### src/servo_pkg.sv
// What this block does
// - At most fifteen drivers per host
// - Station selector must be 1 through F; LINK_RS232_SINGLE accepts any value
// - Host links point-to-point, drivers chain onward
// - Enable ignored until initialization completes
// - Ready needs initialization done and main power
// - Protection active 1.5 s after initialization begins
// - Host settles protection inputs before supervision
// - Motion brake delay ends at earlier event
// - Alarm at stall engages brake at once
// - Stall servo-off holds energy for stall delay
// - No servo-on above 30 r/min
// - Re-enable during deceleration waits for stop
// - Alarm dynamic braking follows alarm sequence
// - Servo-off braking follows servo-off sequence; after an alarm clears, S_OFF keeps the alarm sequence
// - Host avoids toggling enable while moving
// - Motion delay spans free-run to brake
package servo_pkg;
   localparam int CLK_HZ = 125_000_000;
   localparam int TICK_TIME_MS = 1;
   localparam int MS_CYCLES = CLK_HZ / 1000 * TICK_TIME_MS;
   localparam int PROTECT_TIME_MS = 1500;
   localparam int INIT_TIME_MS = 200;
   localparam logic [15:0] PROTECT_MS = 16'(PROTECT_TIME_MS);
   localparam logic [15:0] INIT_MS = 16'(INIT_TIME_MS);
   localparam logic [15:0] SPEED_LIMIT_RPM = 16'h001E;
   localparam int MAX_DRIVERS = 15;
   localparam logic [3:0] STATION_MIN = 4'h1;
   localparam logic [3:0] STATION_MAX = 4'hF;
   typedef enum {LINK_RS232_SINGLE, LINK_RS232_CHAIN, LINK_RS485_ONLY} link_mode_t;
   // Sequence setting bit positions
   localparam int SEQ_DB_DECEL = 0;
   localparam int SEQ_DB_STOP = 1;
   localparam int SEQ_ENERGISED = 2;
   // Host register byte offsets
   localparam logic [3:0] REG_CTRL = 4'h0;
   localparam logic [3:0] REG_STATUS = 4'h4;
   localparam logic [3:0] REG_IRQ_STATUS = 4'h8;
   localparam logic [3:0] REG_IRQ_MASK = 4'hC;
   localparam int CTRL_EN_BIT = 0;
   localparam int CTRL_FWD_BIT = 1;
   localparam int CTRL_REV_BIT = 2;
   localparam int STAT_READY_BIT = 0;
   localparam int STAT_ON_BIT = 1;
   localparam int STAT_BRAKE_BIT = 2;
   localparam int STAT_ALARM_BIT = 3;
   localparam int IRQ_READY_BIT = 0;
   localparam int IRQ_ALARM_BIT = 1;
   localparam int IRQ_OFF_BIT = 2;
   localparam logic [2:0] CTRL_RESET = 3'h0;
   localparam logic [2:0] IRQ_MASK_RESET = 3'h0;
   typedef enum {S_INIT, S_OFF, S_ON, S_STALL_HOLD, S_MOTION_WAIT, S_ALARM} dev_state_t;
endpackage : servo_pkg

### src/servo_if.sv
`timescale 1ns/10ps
`default_nettype none
interface servo_if;
   logic servo_enable_in;
   logic forward_overtravel_in;
   logic reverse_overtravel_in;
   logic servo_ready;
   logic brake_release_out;
   logic servo_on;
   logic alarm;
   modport host (
      output servo_enable_in,
      output forward_overtravel_in,
      output reverse_overtravel_in,
      input servo_ready,
      input brake_release_out,
      input servo_on,
      input alarm
   );
   modport device (
      input servo_enable_in,
      input forward_overtravel_in,
      input reverse_overtravel_in,
      output servo_ready,
      output brake_release_out,
      output servo_on,
      output alarm
   );
endinterface : servo_if
`default_nettype wire

### src/servo_drive_end.sv
`timescale 1ns/10ps
`default_nettype none
module servo_drive_end #(
   parameter int MS_DIV = servo_pkg::MS_CYCLES,
   parameter servo_pkg::link_mode_t LINK_MODE = servo_pkg::LINK_RS485_ONLY
) (
   input wire logic clk_sys,                        // System clock
   input wire logic rst,                            // Synchronous reset
   servo_if.device link,                            // Signals to and from host
   input wire logic main_power_in,                  // Main power present
   input wire logic fault_in,                       // Internal alarm source
   input wire logic [15:0] motor_speed_in,          // Measured speed in r/min
   input wire logic [7:0] stall_brake_delay_setting,  // Stall delay in ms
   input wire logic [7:0] motion_brake_delay_setting, // Motion delay in ms
   input wire logic [2:0] alarm_sequence_setting,     // Alarm braking mode
   input wire logic [2:0] servo_off_sequence_setting, // Servo-off braking mode
   input wire logic [3:0] station_selector,         // Rotary address switch
   output logic energise_out,                       // Motor energised
   output logic dyn_brake_out,                      // Dynamic brake on
   output logic protect_active_out,                 // Supervision running
   output logic travel_inhibit_out,                 // Overtravel seen
   output logic station_valid_out                   // Address usable
);
   import servo_pkg::*;

   ////////////////////////////////////////////////////////////////////////////

   if (MS_DIV < 2) begin : g_div_check
      $error("servo_drive_end needs MS_DIV of at least 2");
   end

   typedef struct packed {
      logic en_s1;
      logic en_s2;
      logic fwd_s1;
      logic fwd_s2;
      logic rev_s1;
      logic rev_s2;
      logic pwr_s1;
      logic pwr_s2;
      logic flt_s1;
      logic flt_s2;
      logic [15:0] spd_s1;
      logic [15:0] spd_s2;
      logic [3:0] sel_s1;
      logic [3:0] sel_s2;
      logic [15:0] ms_cnt;
      logic [7:0] brk_cnt;
      dev_state_t state;
      logic cause_alarm;
      logic ready;
      logic protect;
      logic brake;
      logic servo_on;
      logic alarm;
      logic energise;
      logic dyn;
      logic inhibit;
      logic valid;
   } drv_state_t;

   drv_state_t s_r;
   drv_state_t s_nxt;
   logic tick;
   logic stopped;
   logic init_done;
   logic alarm_now;
   logic [2:0] seq;

   tick_divider #(
      .DIV(MS_DIV)
   ) u_ms (
      .clk_sys(clk_sys),
      .rst(rst),
      .tick(tick)
   );

   ////////////////////////////////////////////////////////////////////////////

   always_comb begin
      s_nxt = s_r;
      s_nxt.en_s1 = link.servo_enable_in;
      s_nxt.en_s2 = s_r.en_s1;
      s_nxt.fwd_s1 = link.forward_overtravel_in;
      s_nxt.fwd_s2 = s_r.fwd_s1;
      s_nxt.rev_s1 = link.reverse_overtravel_in;
      s_nxt.rev_s2 = s_r.rev_s1;
      s_nxt.pwr_s1 = main_power_in;
      s_nxt.pwr_s2 = s_r.pwr_s1;
      s_nxt.flt_s1 = fault_in;
      s_nxt.flt_s2 = s_r.flt_s1;
      s_nxt.spd_s1 = motor_speed_in;
      s_nxt.spd_s2 = s_r.spd_s1;
      s_nxt.sel_s1 = station_selector;
      s_nxt.sel_s2 = s_r.sel_s1;
      stopped = (s_r.spd_s2 < SPEED_LIMIT_RPM);
      // Time since initialization began, saturating
      if (tick && (s_r.ms_cnt != 16'hFFFF)) begin
         s_nxt.ms_cnt = 16'(s_r.ms_cnt + 1'b1);
      end
      if (tick && (s_r.brk_cnt != 8'hFF)) begin
         s_nxt.brk_cnt = 8'(s_r.brk_cnt + 1'b1);
      end
      init_done = (s_r.ms_cnt >= INIT_MS);
      s_nxt.protect = (s_r.ms_cnt >= PROTECT_MS);
      s_nxt.ready = init_done && s_r.pwr_s2;
      alarm_now = s_r.protect && s_r.flt_s2;
      s_nxt.inhibit = s_r.protect && (s_r.fwd_s2 || s_r.rev_s2);
      s_nxt.valid = (s_r.sel_s2 >= STATION_MIN) && (s_r.sel_s2 <= STATION_MAX);
      if (LINK_MODE == LINK_RS232_SINGLE) begin
         s_nxt.valid = 1'b1;
      end

      case (s_r.state)
         S_INIT: begin
            if (init_done) begin
               s_nxt.state = S_OFF;
            end
         end
         S_OFF: begin
            if (alarm_now) begin
               s_nxt.state = S_ALARM;
               s_nxt.cause_alarm = 1'b1;
            end else if (s_r.en_s2 && s_r.ready && stopped) begin
               s_nxt.state = S_ON;
               s_nxt.cause_alarm = 1'b0;
            end
         end
         S_ON: begin
            s_nxt.brk_cnt = 8'h00;
            if (alarm_now) begin
               s_nxt.cause_alarm = 1'b1;
               s_nxt.state = stopped ? S_ALARM : S_MOTION_WAIT;
            end else if (!s_r.en_s2 || !s_r.ready) begin
               s_nxt.cause_alarm = 1'b0;
               s_nxt.state = stopped ? S_STALL_HOLD : S_MOTION_WAIT;
            end
         end
         S_STALL_HOLD: begin
            if (alarm_now) begin
               s_nxt.state = S_ALARM;
               s_nxt.cause_alarm = 1'b1;
            end else if (s_r.brk_cnt >= stall_brake_delay_setting) begin
               s_nxt.state = S_OFF;
            end
         end
         S_MOTION_WAIT: begin
            if (alarm_now) begin
               s_nxt.cause_alarm = 1'b1;
            end
            if ((s_r.brk_cnt >= motion_brake_delay_setting) || stopped) begin
               s_nxt.state = (s_r.cause_alarm || alarm_now) ? S_ALARM : S_OFF;
            end
         end
         S_ALARM: begin
            if (!s_r.flt_s2) begin
               s_nxt.state = S_OFF;
            end
         end
         default: begin
            s_nxt.state = S_INIT;
         end
      endcase

      // Outputs follow the next state
      seq = s_nxt.cause_alarm ? alarm_sequence_setting : servo_off_sequence_setting;
      s_nxt.servo_on = (s_nxt.state == S_ON);
      s_nxt.brake = (s_nxt.state == S_ON) || (s_nxt.state == S_MOTION_WAIT);
      s_nxt.alarm = s_nxt.cause_alarm &&
                    ((s_nxt.state == S_ALARM) || (s_nxt.state == S_MOTION_WAIT));
      case (s_nxt.state)
         S_ON, S_STALL_HOLD: begin
            s_nxt.energise = 1'b1;
         end
         S_MOTION_WAIT: begin
            s_nxt.energise = !s_nxt.cause_alarm && seq[SEQ_ENERGISED];
         end
         default: begin
            s_nxt.energise = 1'b0;
         end
      endcase
      case (s_nxt.state)
         S_OFF, S_MOTION_WAIT, S_ALARM: begin
            s_nxt.dyn = !s_nxt.energise &&
                        (stopped ? seq[SEQ_DB_STOP] : seq[SEQ_DB_DECEL]);
         end
         default: begin
            s_nxt.dyn = 1'b0;
         end
      endcase
   end

   ////////////////////////////////////////////////////////////////////////////

   always_ff @(posedge clk_sys) begin
      if (rst) begin
         s_r <= '0;
         s_r.state <= S_INIT;
      end else begin
         s_r <= s_nxt;
      end
   end

   assign link.servo_ready = s_r.ready;
   assign link.brake_release_out = s_r.brake;
   assign link.servo_on = s_r.servo_on;
   assign link.alarm = s_r.alarm;
   assign energise_out = s_r.energise;
   assign dyn_brake_out = s_r.dyn;
   assign protect_active_out = s_r.protect;
   assign travel_inhibit_out = s_r.inhibit;
   assign station_valid_out = s_r.valid;
endmodule : servo_drive_end
`default_nettype wire

### src/tick_divider.sv
`timescale 1ns/10ps
`default_nettype none
module tick_divider #(
   parameter int DIV = servo_pkg::MS_CYCLES
) (
   input wire logic clk_sys, // System clock
   input wire logic rst,     // Synchronous reset
   output logic tick         // One-cycle enable pulse
);
   import servo_pkg::*;
   localparam int W = $clog2(DIV);
   localparam logic [W-1:0] LAST = W'(DIV - 1);
   if (DIV < 2) begin : g_div_check
      $error("tick_divider needs DIV of at least 2");
   end
   typedef struct packed {
      logic [W-1:0] cnt;
      logic tick;
   } div_state_t;
   div_state_t s_r;
   div_state_t s_nxt;
   always_comb begin
      s_nxt = s_r;
      s_nxt.tick = (s_r.cnt == LAST);
      s_nxt.cnt = (s_r.cnt == LAST) ? '0 : W'(s_r.cnt + 1'b1);
   end
   always_ff @(posedge clk_sys) begin
      if (rst) begin
         s_r <= '0;
      end else begin
         s_r <= s_nxt;
      end
   end
   assign tick = s_r.tick;
endmodule : tick_divider
`default_nettype wire

### src/flat_wrapper.sv
// flat-port wrapper written by rule: the top's interface ports become plain ports
module servo_drive_end_flat import servo_pkg::*;
#(
   parameter int MS_DIV = servo_pkg::MS_CYCLES,
   parameter servo_pkg::link_mode_t LINK_MODE = servo_pkg::LINK_RS485_ONLY
)
  (clk_sys, rst, main_power_in, fault_in, motor_speed_in, stall_brake_delay_setting, motion_brake_delay_setting, alarm_sequence_setting, servo_off_sequence_setting, station_selector, energise_out, dyn_brake_out, protect_active_out, travel_inhibit_out, station_valid_out, link_servo_enable_in, link_forward_overtravel_in, link_reverse_overtravel_in, link_servo_ready, link_brake_release_out, link_servo_on, link_alarm);
  servo_if link_i ();
  input wire logic clk_sys;
  input wire logic rst;
  input wire logic main_power_in;
  input wire logic fault_in;
  input wire logic [15:0] motor_speed_in;
  input wire logic [7:0] stall_brake_delay_setting;
  input wire logic [7:0] motion_brake_delay_setting;
  input wire logic [2:0] alarm_sequence_setting;
  input wire logic [2:0] servo_off_sequence_setting;
  input wire logic [3:0] station_selector;
  output logic energise_out;
  output logic dyn_brake_out;
  output logic protect_active_out;
  output logic travel_inhibit_out;
  output logic station_valid_out;
  input wire logic [$bits(link_i.servo_enable_in)-1:0] link_servo_enable_in;
  input wire logic [$bits(link_i.forward_overtravel_in)-1:0] link_forward_overtravel_in;
  input wire logic [$bits(link_i.reverse_overtravel_in)-1:0] link_reverse_overtravel_in;
  output wire logic [$bits(link_i.servo_ready)-1:0] link_servo_ready;
  output wire logic [$bits(link_i.brake_release_out)-1:0] link_brake_release_out;
  output wire logic [$bits(link_i.servo_on)-1:0] link_servo_on;
  output wire logic [$bits(link_i.alarm)-1:0] link_alarm;
  assign link_i.servo_enable_in = link_servo_enable_in;
  assign link_i.forward_overtravel_in = link_forward_overtravel_in;
  assign link_i.reverse_overtravel_in = link_reverse_overtravel_in;
  assign link_servo_ready = link_i.servo_ready;
  assign link_brake_release_out = link_i.brake_release_out;
  assign link_servo_on = link_i.servo_on;
  assign link_alarm = link_i.alarm;
  servo_drive_end #(.MS_DIV(MS_DIV), .LINK_MODE(LINK_MODE)) u_core (.clk_sys(clk_sys), .rst(rst), .link(link_i), .main_power_in(main_power_in), .fault_in(fault_in), .motor_speed_in(motor_speed_in), .stall_brake_delay_setting(stall_brake_delay_setting), .motion_brake_delay_setting(motion_brake_delay_setting), .alarm_sequence_setting(alarm_sequence_setting), .servo_off_sequence_setting(servo_off_sequence_setting), .station_selector(station_selector), .energise_out(energise_out), .dyn_brake_out(dyn_brake_out), .protect_active_out(protect_active_out), .travel_inhibit_out(travel_inhibit_out), .station_valid_out(station_valid_out));
endmodule
### config.mk
export PLATFORM = sky130hd
export DESIGN_NAME = servo_drive_end_flat
export DESIGN_NICKNAME = d
export VERILOG_FILES = /design/src/servo_pkg.sv /design/src/servo_if.sv /design/src/servo_drive_end.sv /design/src/tick_divider.sv /design/src/flat_wrapper.sv
export SDC_FILE = /design/constraint.sdc
export NUM_CORES = 1
export LEC_CHECK = 0
export BUFFER_PORTS_ARGS = -buffer_cell sky130_fd_sc_hd__buf_2
export CORE_ASPECT_RATIO = 0.7
export CORE_MARGIN = 8
export CORE_UTILIZATION = 57
export DETAILED_ROUTE_END_ITERATION = 7
export GPL_TIMING_DRIVEN = 0
export PLACE_DENSITY = 0.87
export RECOVER_POWER = 25
export SYNTH_ARGS = -nofsm -noshare
export SYNTH_HDL_FRONTEND = slang
export SYNTH_SLANG_ARGS = --single-unit
### constraint.sdc
create_clock -name clk_sys -period 4.05 [get_ports clk_sys]
set_input_delay 0.2025 -clock clk_sys [delete_from_list [all_inputs] [get_ports clk_sys]]
set_output_delay 0.2025 -clock clk_sys [all_outputs]
set_load 0.02 [all_outputs]
==> results.md <==
* Largest net degree at the start of global routing at 17
* Max VDD drop at 0.000303 V
* Cell mode on critical path: a21o_1
* P_leak at 2.72 nW
* Pins over their slew limit at 0
* Setup crit start kind: flip-flop
* Worst-Skew Late Latency at approximately 410 ps
* Worst hold path type: in2reg
* Post-CTS Hold Buffers at 12
* Yosys warns at 0
* Clock Sinks at around 130
* Number of flops mapped to enable cells by yosys at 0
* H-Tree Depth at 4
* Syn Area/Cell at 9.98 sq um
* Hold Path End: u_core.s_nxt[79]$_SDFF_PP0_
* Worst hold path depth at 2
* Share of post-route cells with drive strength above 1 at 16.0%
* Fraction of registers with async set/reset at 0%
* Unique masters post-synth at 56
* Max-cap viol count at 0
* Buffer count from post-CTS setup fixing at 0
* Routed len/inst at 14.6 microns
* Fin Setup TNS at 0 ps
* Sequential share of the synthesized area at a little over half
* Critical path required time at 4370 ps
* Antenna violation net count after detailed routing at 0
* Area delta synth->final at 25.3%
* FF-to-FF Start: u_core.s_r[47]$_SDFFE_PP0P_
* Critical Path Source: u_core.s_r[47]$_SDFFE_PP0P_
* Vias per cell at ~5
* Top-area cell type share of the netlist area at between 50 and 60%
* First-pass GRT wire length at ~18 mm
* WHS at approximately 8.8 ps
* Die area at 12000 sq um
* Non-Filler Instances at 744
* GRT overflow at 0
* Initial core utilization at approximately three fifths
* Detailed Routing Iterations Pass 1 at 5
* RSZ-0062 raised after global routing: no
* Mapped Area at slightly below 5000 sq um
* Worst-path maximum fanout at 5
* CTS tree: done
* Setup slack after layout at 1470 ps
* Setup skew after layout at approximately 7.7 ps
* Final period utilization at between 60 and 70%
* Die width at roughly 130 microns
* Number of I/O pins at 58
* DPL Wire Length at between 7 and 8 mm
* Status: complete, no violations
* Routability cong. at ~0.86
* Number of flip-flops in the largest register at 81
* Row count at 28
* Pwr Density at approximately 490 nW/um^2
* Worst R2R Setup Slack at 1470 ps
* Die Y-Extent at 94.0 microns
* Layout Nets at just under 700
* Routed wire length at between 10 and 15 mm
* HP Start: motor_speed_in[5]
* Final hold viol count at 0
* DP Cell Count at 700
* Worst path slowest cell: dfxtp_1
* Synth Instances at 497
* Final setup vio count at 0
* Slew headroom at 55.9%
* Final min period at 2580 ps
* Worst reg2reg endpoint: u_core.dyn_brake_out$_SDFF_PP0_
* Top cells by area, synth: dfxtp_1 53%, nor2b_1 6.4%, ha_1 5.0%
* Core area at roughly 8400 sq um
* DRT iter0 DRCs at roughly 320
* Tot GR Track Use at 19.3%
* Vias after detailed routing at approximately 3800
* Commonest register cell after synthesis: dfxtp_1
* Fmax at 388 MHz
* Antenna cells at 0
* Top reg by flops: u_core.s_r
* Dominant cell type by area after synthesis: dfxtp_1
* R2R depth at 8
* Initial antenna violation count at 0
* Clock Tree Root: clkbuf_16
* PortBufs at between 50 and 60
* Reg clk slew, reported paths at approximately 60 ps
* Post-CTS Resized at 0
* CP Capture Type: flip-flop
* DP Worst Slack at about 1500 ps
* Max stage delay on crit path at between 400 and 500 ps
* DR DRC count at 0
* Maximum clock insertion buffer count at 2
* #FFs+latches synth at 132
* Setup CP Type: reg2reg
* CP arrival at 2900 ps
* CP cell instances: ha_1, a21o_1, a21o_1, a221o_1, a21oi_1, o221ai_1, a22o_1, a2111oi_4
* Worst-Margin Slew at 657 ps
* CTS Buf Count at 17
* Vias in the first global route at between 3000 and 4000
==> cells in the final DEF, fill, tap and decap left out, types with 3 or more instances in the layout <==
| master | instances |
|---|---|
| nor3_1 | 9 |
| or4_1 | 3 |
| inv_6 | 4 |
| dlygate4sd3_1 | 12 |
| ha_1 | 20 |
| nor4_2 | 3 |
| buf_2 | 57 |
| clkbuf_16 | 17 |
| inv_1 | 26 |
| xnor2_1 | 10 |
| o21ai_0 | 4 |
| conb_1 | 29 |
| clkinv_4 | 4 |
| nor2b_1 | 51 |
| and2_1 | 6 |
| a21o_1 | 3 |
| a21oi_1 | 11 |
| dfxtp_1 | 132 |
| nor2_1 | 56 |
| o211a_1 | 3 |
| nand4_1 | 10 |
| xor2_1 | 25 |
| nand2_1 | 32 |
| nor4_1 | 11 |
| nand3_1 | 18 |
| and3_1 | 7 |
| bufinv_16 | 3 |
| clkbuf_1 | 13 |
==> layer usage <==
metal / track usage [%] / wire, microns
met1: 22.1 / 4670
met3: 6.07 / 813
met2: 32.4 / 5080
met5: 0 / 0
met4: 9.47 / 269
==> stage by stage <==
stage / utilization (%) / cell area (sq um) / total power, mW
final: 73.6 / 6210 / 3.03
after global routing: 73.6 / 6210 / 3.14
after CTS: 73.6 / 6220 / 3.05
after detailed placement: 65.0 / 5490 / 1.50
after global placement: 65.0 / 5490 / 1.49
after floorplan: - / 5060 / 1.45
==> cells by family (layout without fill, tap and decap cells) <==
| family | Yosys count | after routing | share of synthesized area, % |
|---|---|---|---|
| AOI/OAI and AO/OA | 46 | 46 | 7.80 |
| xor gates and xnor gates | 35 | 35 | 6.18 |
| adders and majority gates | 20 | 20 | 5.05 |
| buffers and inverters | 39 | 138 | 3.03 |
| DFF | 132 | 132 | 53.3 |
| muxes | 2 | 2 | 0.404 |
| other | 1 | 29 | 0.0756 |
| and+or+nand+nor | 222 | 222 | 24.2 |
==> synth_stat cells (all sizes together), types with 3 or more instances <==
cell type	count
or4	5
nor3	9
and2	6
a21o	3
inv	26
nand2	32
o21ai	6
xnor2	10
buf	3
ha	20
clkbuf	10
and3	7
nor2	58
nor4	14
nand3	18
dfxtp	132
nor2b	51
nand4	10
o211a	3
xor2	25
a21oi	11
==> power breakdown <==
group          switching, mW  internal, mW  total (mW)
Sequential            0.0143          1.34        1.36
Clock                  0.571         0.978        1.55
Combinational         0.0670        0.0620       0.129
==> how the worst max path moves through the flow <==
stage                                                  to  cells after the start
after CTS                 u_core.dyn_brake_out$_SDFF_PP0_                      8
final                     u_core.dyn_brake_out$_SDFF_PP0_                      8
after global placement    u_core.dyn_brake_out$_SDFF_PP0_                      9
after global routing      u_core.dyn_brake_out$_SDFF_PP0_                      8
after floorplan           u_core.dyn_brake_out$_SDFF_PP0_                      9
after detailed placement  u_core.dyn_brake_out$_SDFF_PP0_                      8
==> layout make-up <==
| type | instances | area, sq um |
|---|---|---|
| buffer | 13 | 52.6 |
| clock buffer | 19 | 433 |
| clock inverter | 13 | 173 |
| fill | 561 | 2230 |
| inverter | 26 | 97.6 |
| multi-input combinational | 354 | 2270 |
| sequential | 132 | 2640 |
| tap | 120 | 150 |
| timing repair buffer | 67 | 394 |
==> critical path: cells and delay by family, from the launching register on <==
kind / cells / cell delay (ps)
adder cells (fa/ha/maj): 1 / 300
flip-flops: 1 / 450
AO/OA/AOI/OAI: 7 / 1750
Note: power is estimated with default switching activity, not from simulation.
